**src/inc/scs_pkg.sv**
```systemverilog
// constants for the system clock selector
package scs_pkg;
  // internal oscillator rate and the cycle figures derived from it
  localparam int unsigned OSC_FREQ_MHZ  = 20;
  localparam int unsigned CLK_PERIOD_NS = 1000 / OSC_FREQ_MHZ;

  // register addresses on the internal register port
  localparam logic [7:0] ADDR_CLOCK_SOURCE_SELECT = 8'h32;
  localparam logic [7:0] ADDR_OSCILLATOR_CONTROL  = 8'h33;

  // clock source choice field
  localparam int unsigned SEL_W   = 3;
  localparam int unsigned SEL_LSB = 0;

  // oscillator control field positions
  localparam int unsigned OSC_RESERVED_BIT = 3;
  localparam int unsigned OSC_FORCE_ON_BIT = 2;
  localparam int unsigned OSC_POWER_BIT    = 1;
  localparam int unsigned OSC_GATING_BIT   = 0;

  // reset values
  localparam logic [7:0] CLOCK_SOURCE_SELECT_RST = 8'h00;
  localparam logic [7:0] OSCILLATOR_CONTROL_RST  = 8'h06;

  // source codes of the choice field
  localparam logic [2:0] SRC_DIV1 = 3'h0;
  localparam logic [2:0] SRC_DIV2 = 3'h1;
  localparam logic [2:0] SRC_DIV4 = 3'h2;
  localparam logic [2:0] SRC_DIV8 = 3'h3;
  localparam logic [2:0] SRC_EXT  = 3'h4;
  localparam logic [2:0] SRC_RTC  = 3'h5;
endpackage

```
**src/logic/scs_edge_det.sv**
```systemverilog
// edge detector for a clock pin sampled on the system clock
`timescale 1ns/1ns
`default_nettype none
module scs_edge_det
(
  // clock and reset
  input  wire logic i_clk,
  input  wire logic i_rst_b,
  // sampled level
  input  wire logic i_sig,
  // edge pulses
  output logic      o_rise,
  output logic      o_fall
);
  logic prev_q;
  logic prev_d;

  // remember the last sample
  always_comb
  begin
    prev_d = i_sig;
  end

  always_ff @(posedge i_clk or negedge i_rst_b)
  begin
    if (!i_rst_b)
      prev_q <= 1'b0;
    else
      prev_q <= prev_d;
  end

  // one-cycle pulses on a change of level
  assign o_rise = i_sig & ~prev_q;
  assign o_fall = ~i_sig & prev_q;
endmodule
`default_nettype wire

```
**src/logic/scs_clock_select.sv**
```systemverilog
// system clock source selection and internal oscillator control
//
// Notes on behaviour
// RULE1: after reset the system clock comes from the undivided 20 MHz internal oscillator.
// RULE2: choice codes 000 to 011 give the internal oscillator divided by 1, 2, 4 or 8.
// RULE3: code 100 takes the external clock pin and code 101 the real-time clock oscillator.
// RULE4: codes 110 and 111 are reserved and software must not write them.
// RULE5: while the external clock override is set the external clock pin is used.
// RULE6: bits 7 to 3 of the clock source select register read zero and ignore writes.
// RULE7: the clock source select register sits at 0x32 in bits 2 to 0 and resets to zero.
// RULE8: oscillator control holds reserved, force-on, power-enable and pin-gating at 3..0.
// RULE9: force-on keeps the oscillator output running; clearing it gates the output only.
// RULE10: clearing power-enable removes oscillator power; setting it allows power.
// RULE11: with pin gating on and force-on off, a pin rise stops and a fall restarts it.
// RULE12: software hands control to the pin by setting both bits, then clearing force-on.
// RULE13: switching sources never shortens a high or low phase of the system clock.
`timescale 1ns/1ns
`default_nettype none
module scs_clock_select
#(
  parameter int unsigned DIV_BITS = 3
)
(
  // clock and reset
  input  wire logic       i_clk,
  input  wire logic       i_rst_b,
  // internal register port
  input  wire logic [7:0] i_reg_addr,
  input  wire logic       i_reg_wr,
  input  wire logic       i_reg_rd,
  input  wire logic [7:0] i_reg_wdata,
  output logic      [7:0] o_reg_rdata,
  // clock pins and override from the misc control register
  input  wire logic       i_ext_clk,
  input  wire logic       i_rtc_clk,
  input  wire logic       i_ext_clock_override,
  // system clock as one enable pulse per period, and the code of the source in use
  output logic            o_sys_tick,
  output logic      [2:0] o_active_source,
  // oscillator controls
  output logic            o_osc_power,
  output logic            o_osc_clk_open
);
  // divider must reach divide by 8
  if (DIV_BITS < 3)
  begin : g_bad_div
    $error("DIV_BITS must be at least 3");
  end

  logic [2:0]          clock_source_choice_q;
  logic [2:0]          clock_source_choice_d;
  logic                osc_force_on_q;
  logic                osc_force_on_d;
  logic                osc_power_enable_q;
  logic                osc_power_enable_d;
  logic                osc_pin_gating_enable_q;
  logic                osc_pin_gating_enable_d;
  logic [7:0]          rdata_q;
  logic [7:0]          rdata_d;
  logic                stopped_q;
  logic                stopped_d;
  logic [2:0]          active_q;
  logic [2:0]          active_d;
  logic [DIV_BITS-1:0] div_cnt_q;
  logic [DIV_BITS-1:0] div_cnt_d;
  logic                tick_q;
  logic                tick_d;
  logic                ext_rise;
  logic                ext_fall;
  logic                rtc_rise;
  logic                osc_open;
  logic [2:0]          eff_sel;
  logic                sel_valid;
  logic                cur_tick;
  logic                do_switch;

  // pin edges, sampled as synchronous inputs
  scs_edge_det u_ext_edge
  (
    .i_clk   (i_clk),
    .i_rst_b (i_rst_b),
    .i_sig   (i_ext_clk),
    .o_rise  (ext_rise),
    .o_fall  (ext_fall)
  );

  scs_edge_det u_rtc_edge
  (
    .i_clk   (i_clk),
    .i_rst_b (i_rst_b),
    .i_sig   (i_rtc_clk),
    .o_rise  (rtc_rise),
    .o_fall  ()
  );

  // register writes and read data
  always_comb
  begin
    clock_source_choice_d   = clock_source_choice_q;
    osc_force_on_d          = osc_force_on_q;
    osc_power_enable_d      = osc_power_enable_q;
    osc_pin_gating_enable_d = osc_pin_gating_enable_q;
    rdata_d                 = rdata_q;
    if (i_reg_wr && i_reg_addr == scs_pkg::ADDR_CLOCK_SOURCE_SELECT)
    begin
      // upper bits are dropped on write
      clock_source_choice_d = i_reg_wdata[scs_pkg::SEL_LSB +: scs_pkg::SEL_W]; // RULE7 RULE6
    end
    else if (i_reg_wr && i_reg_addr == scs_pkg::ADDR_OSCILLATOR_CONTROL)
    begin
      osc_force_on_d          = i_reg_wdata[scs_pkg::OSC_FORCE_ON_BIT]; // RULE8
      osc_power_enable_d      = i_reg_wdata[scs_pkg::OSC_POWER_BIT];
      osc_pin_gating_enable_d = i_reg_wdata[scs_pkg::OSC_GATING_BIT];
    end
    if (i_reg_rd)
    begin
      if (i_reg_addr == scs_pkg::ADDR_CLOCK_SOURCE_SELECT)
        rdata_d = {5'h00, clock_source_choice_q}; // RULE6
      else if (i_reg_addr == scs_pkg::ADDR_OSCILLATOR_CONTROL)
        rdata_d = {4'h0, 1'b0, osc_force_on_q, osc_power_enable_q,
                   osc_pin_gating_enable_q}; // RULE8
      else
        rdata_d = 8'h00;
    end
  end

  // register state; reset values give the undivided oscillator
  always_ff @(posedge i_clk or negedge i_rst_b)
  begin
    if (!i_rst_b)
    begin
      clock_source_choice_q   <= scs_pkg::CLOCK_SOURCE_SELECT_RST[2:0]; // RULE1 RULE7
      osc_force_on_q          <= scs_pkg::OSCILLATOR_CONTROL_RST[scs_pkg::OSC_FORCE_ON_BIT];
      osc_power_enable_q      <= scs_pkg::OSCILLATOR_CONTROL_RST[scs_pkg::OSC_POWER_BIT];
      osc_pin_gating_enable_q <= scs_pkg::OSCILLATOR_CONTROL_RST[scs_pkg::OSC_GATING_BIT];
      rdata_q                 <= 8'h00;
    end
    else
    begin
      clock_source_choice_q   <= clock_source_choice_d;
      osc_force_on_q          <= osc_force_on_d;
      osc_power_enable_q      <= osc_power_enable_d;
      osc_pin_gating_enable_q <= osc_pin_gating_enable_d;
      rdata_q                 <= rdata_d;
    end
  end

  // oscillator gate: power-enable and either force-on, or pin gating while the pin has not stopped it
  assign osc_open = osc_power_enable_q
                  & (osc_force_on_q | (osc_pin_gating_enable_q & ~stopped_q)); // RULE9 RULE10

  // pin rise stops the oscillator, the next fall restarts it
  always_comb
  begin
    stopped_d = 1'b0;
    if (osc_pin_gating_enable_q && !osc_force_on_q)
    begin
      if (ext_rise)
        stopped_d = 1'b1; // RULE11
      else if (ext_fall)
        stopped_d = 1'b0; // RULE11
      else
        stopped_d = stopped_q;
    end
  end

  always_ff @(posedge i_clk or negedge i_rst_b)
  begin
    if (!i_rst_b)
      stopped_q <= 1'b0;
    else
      stopped_q <= stopped_d;
  end

  // override beats the choice field; reserved codes are never taken up
  assign eff_sel   = i_ext_clock_override ? scs_pkg::SRC_EXT : clock_source_choice_q; // RULE5
  assign sel_valid = eff_sel <= scs_pkg::SRC_RTC; // RULE4

  // end of one period of the running source
  always_comb
  begin
    case (active_q)
      scs_pkg::SRC_DIV1: cur_tick = osc_open; // RULE2
      scs_pkg::SRC_DIV2: cur_tick = osc_open & div_cnt_q[0];
      scs_pkg::SRC_DIV4: cur_tick = osc_open & (&div_cnt_q[1:0]);
      scs_pkg::SRC_DIV8: cur_tick = osc_open & (&div_cnt_q[2:0]);
      scs_pkg::SRC_EXT:  cur_tick = ext_rise; // RULE3
      scs_pkg::SRC_RTC:  cur_tick = rtc_rise; // RULE3
      default:           cur_tick = 1'b0;
    endcase
  end

  // change source only when the old one completes a period, and restart the
  // divider so the new one begins a full period; a dead source holds the switch
  assign do_switch = sel_valid & (eff_sel != active_q) & cur_tick; // RULE13

  always_comb
  begin
    active_d  = do_switch ? eff_sel : active_q;
    tick_d    = cur_tick;
    if (do_switch)
      div_cnt_d = '0; // RULE13
    else if (osc_open)
      div_cnt_d = div_cnt_q + 1'b1;
    else
      div_cnt_d = div_cnt_q;
  end

  always_ff @(posedge i_clk or negedge i_rst_b)
  begin
    if (!i_rst_b)
    begin
      active_q  <= scs_pkg::SRC_DIV1; // RULE1
      div_cnt_q <= '0;
      tick_q    <= 1'b0;
    end
    else
    begin
      active_q  <= active_d;
      div_cnt_q <= div_cnt_d;
      tick_q    <= tick_d;
    end
  end

  // outputs
  assign o_reg_rdata     = rdata_q;
  assign o_sys_tick      = tick_q;
  assign o_active_source = active_q;
  assign o_osc_power     = osc_power_enable_q; // RULE10
  assign o_osc_clk_open  = osc_open;
endmodule
`default_nettype wire

```
**config.mk**
```make
export PLATFORM = sky130hd
export DESIGN_NAME = scs_clock_select
export DESIGN_NICKNAME = d
export VERILOG_FILES = /design/src/inc/scs_pkg.sv /design/src/logic/scs_edge_det.sv /design/src/logic/scs_clock_select.sv
export SDC_FILE = /design/constraint.sdc
export NUM_CORES = 1
export LEC_CHECK = 0
export BUFFER_PORTS_ARGS = -buffer_cell sky130_fd_sc_hd__buf_2
export CAP_MARGIN = 20
export CORE_MARGIN = 8
export CORE_UTILIZATION = 51
export DETAILED_ROUTE_END_ITERATION = 16
export GPL_ROUTABILITY_DRIVEN = 0
export HOLD_SLACK_MARGIN = 0.05
export PLACE_DENSITY = 0.82
export RECOVER_POWER = 25
export SLEW_MARGIN = 0
export SYNTH_ARGS = -nofsm -noshare
export SYNTH_HDL_FRONTEND = slang
export SYNTH_SLANG_ARGS = --single-unit
```
**constraint.sdc**
```tcl
create_clock -name i_clk -period 4.2 [get_ports i_clk]
set_clock_uncertainty 0.2 [all_clocks]
set_input_delay 0.42 -clock i_clk [delete_from_list [all_inputs] [get_ports i_clk]]
set_output_delay 0.42 -clock i_clk [all_outputs]
set_load 0.005 [all_outputs]
```
==> out/metrics.yaml, run 1 <==
worst_setup_path:
  crit_chain: "dlygate4sd3_1 > clkbuf_1 > ha_1 > o22ai_1 > a221oi_2 > nor4b_4 > mux2_4"
  critPathKind: "input pin to flip-flop"
  cp.required_ns: 4.18
  worst-path-buf-inv: 2
  slowest_delay_ns: 0.52
  crit_family: "buffers and inverters"
  cp_max_fo: 6
  crit_path_top_delay_cell: "dlygate4sd3_1"
  startpoint_type: "input pin"
  endpoint_kind: "flip-flop"
  worstPathArrival_ns: 2.43
  ff2ff_setup_slack_ns: 1.80
cts:
  htreeDepth: 1
  post_cts_buffers: 0
  worstSkewPairLatency_ns: 0.29
  clk_path_buf_depth: 2
  cts_tree: "yes"
  cts_buffers: 3
  path_clk_slew_ns: 0.10
  cts-root-buf: "clkbuf_4"
  cts.sinks: 19
timing:
  fin_crit_sh_pct: 58.3
  slew_headroom_pct: 32.6
  report.final.hold_viol_count: 0
  fin_tns_setup_ns: 0
  worst_pin_slew_ns: 1.01
  final-max-slew-violation-count: 0
  max_freq_mhz: 408
  rsz0062_at_grt: "no"
  whs_ns: 0.149
  setup_viol: 0
  min_period_ns: 2.45
yosys:
  syn-instance-count: 93
  seq_area_frac_synth_pct: 47.3
  synth_cell_types: 33
  yosys_warnings: 0
  synth_edf_count: 0
  ys_ff_latch: 19
  synthFlopType: "dfrtp_1"
  async_reset_ff_share_pct: 100
  syn_area_um2: 1010
  syn_area_per_cell_um2: 10.9
global_routing:
  antenna_found_initial: 0
  grt-ovfl-total: 0
  grt_pass1_wl_um: 3790
  grt_max_degree: 20
  grt_pass1_vias: 876
  grt_use_total_pct: 13.4
floorplanning:
  core_area_um2: 1920
  die_w_um: 60.5
  io_pins: 37
  start_util_pct: 52.6
  rows: 16
  die_h_um: 60.5
  die_area_um2: 3660
power:
  ir_worst_vdd_mv: 0.229
  pwr_density_cell_nw_per_um2: 358
  power_leakage_nw: 0.601
job:
  maxCapViolations: 0
cells_and_area:
  design_area_um2: 1200
  diodes: 0
  fill_cells: 177
  nNetsFinal: 151
  utilization_pct: 62.5
  drive_above_1_share_pct: 30.6
  area_delta_synth_final_pct: 18.8
  final-instance-count-excl-fill: 151
status:
  outcome: "completed"
route:
  ant_nets: 0
  vias: 772
  avgRoutedWirePerCell_um: 13.8
  drt_pre_antenna_iters: 4
  drtIter0Drc: 11
  wirelength_um: 2090
  avgViaCountPerCell: 5.11
  drc: 0
placement:
  hpwl_um: 1660
  numPortBuffers: 26
  place_inst: 144
  postPlaceCellArea_um2: 1150
hold_path:
  hp-class: "input pin to flip-flop"
state kept, by name, summed over array words and instances, names as in the netlist:
register and cells:
clock_source_choice_q 3, stopped_q 1, div_cnt_q 3, o_osc_power 1
u_ext_edge.prev_q 1, osc_force_on_q 1, osc_pin_gating_enable_q 1, o_reg_rdata 3
o_active_source 3, u_rtc_edge.prev_q 1, o_sys_tick 1
repair_timing:
item                                   4_1_cts  5_1_grt
endpoints found under the hold margin       19        0
hold buffers                                 3        0
resized for setup                            0        0
cell families (layout without fill, tap and decap cells):
| group | Yosys count | in the layout | share of synthesized area (%) |
|---|---|---|---|
| AND/OR/NAND/NOR | 28 | 28 | 16.3 |
| flip-flops | 19 | 19 | 47.3 |
| buffers and inverters | 15 | 42 | 7.43 |
| multiplexers | 13 | 13 | 14.6 |
| AO/OA/AOI/OAI | 12 | 12 | 8.54 |
| adder cells (fa/ha/maj) | 3 | 3 | 3.71 |
| XOR/XNOR | 2 | 2 | 1.73 |
| other | 1 | 5 | 0.371 |
synthesized netlist by cell type, types with 2 or more instances:
cell | number | area share, %
dfrtp_1 | 17 | 42
inv_1 | 9 | 3.3
nand2_1 | 9 | 3.3
buf_4 | 5 | 3.7
mux2i_1 | 5 | 5.0
nor2_1 | 4 | 1.5
o22ai_1 | 4 | 2.5
ha_1 | 3 | 3.7
mux2_1 | 3 | 3.3
mux2_2 | 3 | 3.3
nand3_1 | 3 | 1.5
nor2b_1 | 3 | 1.9
a21oi_1 | 2 | 0.99
dfstp_2 | 2 | 5.2
mux2_4 | 2 | 3.0
xnor2_1 | 2 | 1.7
final timing paths:
| kind | start | end | cells past startpoint |
|---|---|---|---|
| max in group asynchronous | i_rst_b | clock_source_choice_q[2] | 2 |
| worst min-delay path | i_reg_rd | o_reg_rdata[2] | 2 |
| worst min register to register | clock_source_choice_q[0] | clock_source_choice_q[0] | 1 |
| min in group asynchronous | i_rst_b | div_cnt_q[0] | 2 |
| worst max-delay path | i_ext_clk | o_active_source[0] | 7 |
| worst max register to register | div_cnt_q[0] | o_active_source[0] | 7 |
report_power, final:
group / leakage [nW] / switching (mW) / total [mW] / internal [mW]
Combinational: 0.337 / 0.0592 / 0.122 / 0.0626
Clock: 0.0150 / 0.0539 / 0.0909 / 0.0370
Sequential: 0.249 / 0.0175 / 0.217 / 0.200
cell usage in the layout, fill, tap and decap left out, drive strengths merged:
master / n
nor2b: 3
dfstp: 2
o21ai: 2
xnor2: 2
nand2: 9
nand3: 3
inv: 9
mux2: 8
a221oi: 2
mux2i: 5
a211o: 1
nor2: 5
or4b: 1
dfrtp: 17
nand2b: 1
dlygate4sd3: 3
nor3: 2
ha: 3
nor3b: 1
o22ai: 4
clkbuf: 7
a21oi: 3
and2b: 1
conb: 5
or3: 1
nor4b: 1
buf: 23
area by class of cell:
| type | instances | area, um^2 | share of cell area (%) |
|---|---|---|---|
| Sequential cell | 19 | 478 | 39.8 |
| Multi-Input combinational cell | 63 | 473 | 39.4 |
| Timing Repair Buffer | 29 | 156 | 13.0 |
| Inverter | 9 | 33.8 | 2.81 |
| Tap cell | 27 | 33.8 | 2.81 |
| Clock buffer | 4 | 26.3 | 2.19 |
metal layers:
metal  global-route usage, %  share of wire (%)  vias to the layer above
li1                        -                  -                      374
met1                    15.7                 44                      368
met2                    23.0                 48                       28
met3                    3.81                6.9                        2
met4                    3.99               0.81                        0
met5                       0                  0                        -
stage by stage:
stage               setup slack, ns  power [mW]
detailed placement             1.82       0.342
global placement               1.86       0.335
global route                   1.64       0.460
finish                         1.75       0.430
CTS                            1.78       0.436
floorplan                      2.04       0.304
Power figures use the tool's default switching activity.
==> run 2: changes to the inputs <==
- ABC_AREA: default -> 1
- CORE_UTILIZATION: 51 -> 44
- PLACE_DENSITY: 0.82 -> 0.75
- clock period: 4.2 -> 2 ns (I/O delays scaled with it)
==> run 2 against run 1 <==
Worst setup slack got worse by 1.5 ns. Area after synthesis increased by 4.7%. Total power increased to 2.7 times the previous value. Global-route usage decreased by 1.6 points. Synthesized cell count increased by 53%. Highest routed layer unchanged. Count of clock-buffer cells in the layout unchanged.
==> out/metrics.yaml, run 2 <==
floorplanning:
  core_area_um2: 2250  # +17%
  die_area_um2: 4230  # +16%
  die_h_um: 65.1  # +7.5%
  io_pins: 37  # unchanged
  die_w_um: 65.1  # +7.5%
  start_util_pct: 46.9  # -5.7 points
  rows: 17  # +1
worst_setup_path:
  cp-startpoint: "osc_force_on_q"
  cp_max_fo: 4  # -2
  cp.required_ns: 1.60  # -2.58 ns
  worstPathArrival_ns: 1.34  # -1.09 ns
  r2r_start: "div_cnt_q[0]"
  cp-endpoint: "o_osc_clk_open"
  ff2ff_setup_slack_ns: 0.26  # -1.54 ns
  rr_endpoint: "div_cnt_q[2]"
  rr_worst_depth: 9  # +2
  startpoint_type: "flip-flop"
  endpoint_kind: "output port"
  critPathKind: "flip-flop to output port"
cells_and_area:
  final_common_cell: "nand2_1"
  diodes: 0  # unchanged
  area_delta_synth_final_pct: 24.2
  nNetsFinal: 207  # +37%
  drive_above_1_share_pct: 20.0  # -11 points
  final_cell_mix: "44 x nand2_1, 26 x inv_1, 24 x buf_2"
cts:
  path_clk_slew_ns: 0.10  # about the same
  worstSkewPairLatency_ns: 0.29  # about the same
  clk_path_buf_depth: 2  # unchanged
  cts_tree: "yes"
  cts-root-buf: "clkbuf_4"
  htreeDepth: 1  # unchanged
  post_cts_buffers: 0  # unchanged
  post_cts_resized: 0  # unchanged
  cts.sinks: 19  # unchanged
  cts_buffers: 3  # unchanged
global_routing:
  grt_pass1_vias: 980  # +12%
  grt-ovfl-total: 0  # unchanged
  grt_use_total_pct: 11.8  # -1.6 points
  grt_max_degree: 20  # unchanged
  grt_pass1_wl_um: 4040  # +6.7%
  antenna_found_initial: 0  # unchanged
yosys:
  seq_area_frac_synth_pct: 45.2  # -2.1 points
  synth_area_leaders: "dfrtp_1 40%, nand2_1 16%, inv_1 9.2%"
  synth_edf_count: 0  # unchanged
  yosys_warnings: 0  # unchanged
  yosys.area.top_type_share_pct: 40.2  # -1.9 points
  syn_area_per_cell_um2: 7.45  # -31%
  post-synth-top-area-cell: "dfrtp_1"
  synth_cell_types: 20  # -39%
  synth_common_cells: "44 x nand2_1, 26 x inv_1, 17 x dfrtp_1, 13 x nand3_1, 9 x nor2_1"
  yosysMostFrequentCell: "nand2_1"
  syn_area_um2: 1060  # +4.7%
  syn-instance-count: 142  # +53%
  synthFlopType: "dfrtp_1"
  ys_ff_latch: 19  # unchanged
  async_reset_ff_share_pct: 100  # unchanged
route:
  avgViaCountPerCell: 4.80  # -6.2%
  drc: 0  # unchanged
  drtIter0Drc: 42  # +31
  avgRoutedWirePerCell_um: 11.0  # -20%
  drt_pre_antenna_iters: 6  # +2
  vias: 998  # +29%
  ant_nets: 0  # unchanged
  wirelength_um: 2300  # +9.9%
status:
  outcome: "completed"
timing:
  max_freq_mhz: 575
  setup_viol: 0  # unchanged
  worst_pin_slew_ns: 0.984  # -0.0267 ns
  report.final.hold_viol_count: 0  # unchanged
  fin_ws_ns: 0.260  # -1.49 ns
  final-max-slew-violation-count: 0  # unchanged
  fin_crit_sh_pct: 87.0
  slew_headroom_pct: 34.4  # +1.8 points
  min_period_ns: 1.74
  fin_tns_setup_ns: 0  # unchanged
  rsz0062_at_grt: "no"
power:
  pwr_density_cell_nw_per_um2: 895  # +150%
  power_leakage_nw: 0.740  # +23%
  ir_worst_vdd_mv: 0.591  # +160%
job:
  maxCapViolations: 0  # unchanged
placement:
  hpwl_um: 1830  # +10%
  numPortBuffers: 26  # unchanged
  dp_slack_ns: 0.307  # -1.51 ns
hold_path:
  hp-class: "input pin to flip-flop"
## run 2: changes by cell type after synthesis, moves of 3 or more
| cell | before | now |
|---|---|---|
| nand2_1 | 9 | 44 |
| inv_1 | 9 | 26 |
| nand3_1 | 3 | 13 |
| o21ai_0 | 1 | 7 |
| mux2i_1 | 5 | 0 |
| nor2_1 | 4 | 9 |
| o22ai_1 | 4 | 0 |
| mux2_1 | 3 | 0 |
| mux2_2 | 3 | 0 |
| nor2b_1 | 3 | 0 |
| o21ai_1 | 1 | 4 |
## run 2: routing by layer
metal  routed length [um]  global-route usage (%)  vias up  share of wire, %
met2                 1090                    21.1       48                47
met5                    0                       0        -                 0
met4                   33                    4.09        0               1.4
li1                     -                       -      497                 -
met1                  950                    11.8      448                41
met3                  224                    5.15        5               9.8
## run 2: power by group
part | total, mW | internal [mW] | switching (mW)
clock network | 0.189 | 0.0777 | 0.112
registers | 0.524 | 0.461 | 0.0631
logic | 0.463 | 0.189 | 0.274
## run 2: final cells by class
class                           count  area [um^2]
Clock buffer                        4         26.3
Fill cell                         229          940
Inverter                           27          101
Multi-Input combinational cell     95          457
Sequential cell                    19          478
Tap cell                           28         35.0
Timing Repair Buffer               35          218
## run 2: timing repair
action | in CTS | in global routing
setup endpoints to repair | 0 | 0
hold endpoints to repair | 32 | 0
hold buffers | 9 | 0
## run 2: worst min path at each step
stage | depth (start not counted) | endpoint | start
after floorplan | 0 | clock_source_choice_q[0] | i_rst_b
after global placement | 1 | div_cnt_q[1] | i_rst_b
after detailed placement | 1 | div_cnt_q[1] | i_rst_b
after CTS | 5 | clock_source_choice_q[1] | i_reg_addr[1]
after global routing | 5 | clock_source_choice_q[1] | i_reg_addr[1]
final | 5 | clock_source_choice_q[1] | i_reg_addr[1]
## run 2: critical path: stages, from the launching register on
cell and delay [ns]:
dfstp_2 0.54, inv_1 0.06, nand2_1 0.09, nand2_1 0.13, inv_1 0.11, buf_2 0.12
## run 2: cell families (layout without fill, tap and decap cells)
| logic type | Yosys count | in the layout | synth area share [%] |
|---|---|---|---|
| AOI/OAI and AO/OA | 14 | 14 | 6.97 |
| xor gates and xnor gates | 1 | 1 | 0.828 |
| adders and majority gates | 3 | 3 | 3.55 |
| buffers and inverters | 32 | 66 | 13.1 |
| DFF | 19 | 19 | 45.2 |
| other | 1 | 5 | 0.354 |
| and+or+nand+nor | 72 | 72 | 30.0 |
## run 2: stage by stage
stage                     util (%)  hold WS [ns]  instance area, um^2  std cells  total power [mW]
after floorplan                  -        -0.296                 1070        146             0.850
after global placement        53.3       -0.0440                 1200        195             0.963
after detailed placement      53.3       -0.0404                 1200        195             0.980
after CTS                     58.4        0.0967                 1320        208              1.19
after global routing          58.3         0.134                 1320        208              1.28
final                         58.3        0.0987                 1320        208              1.18
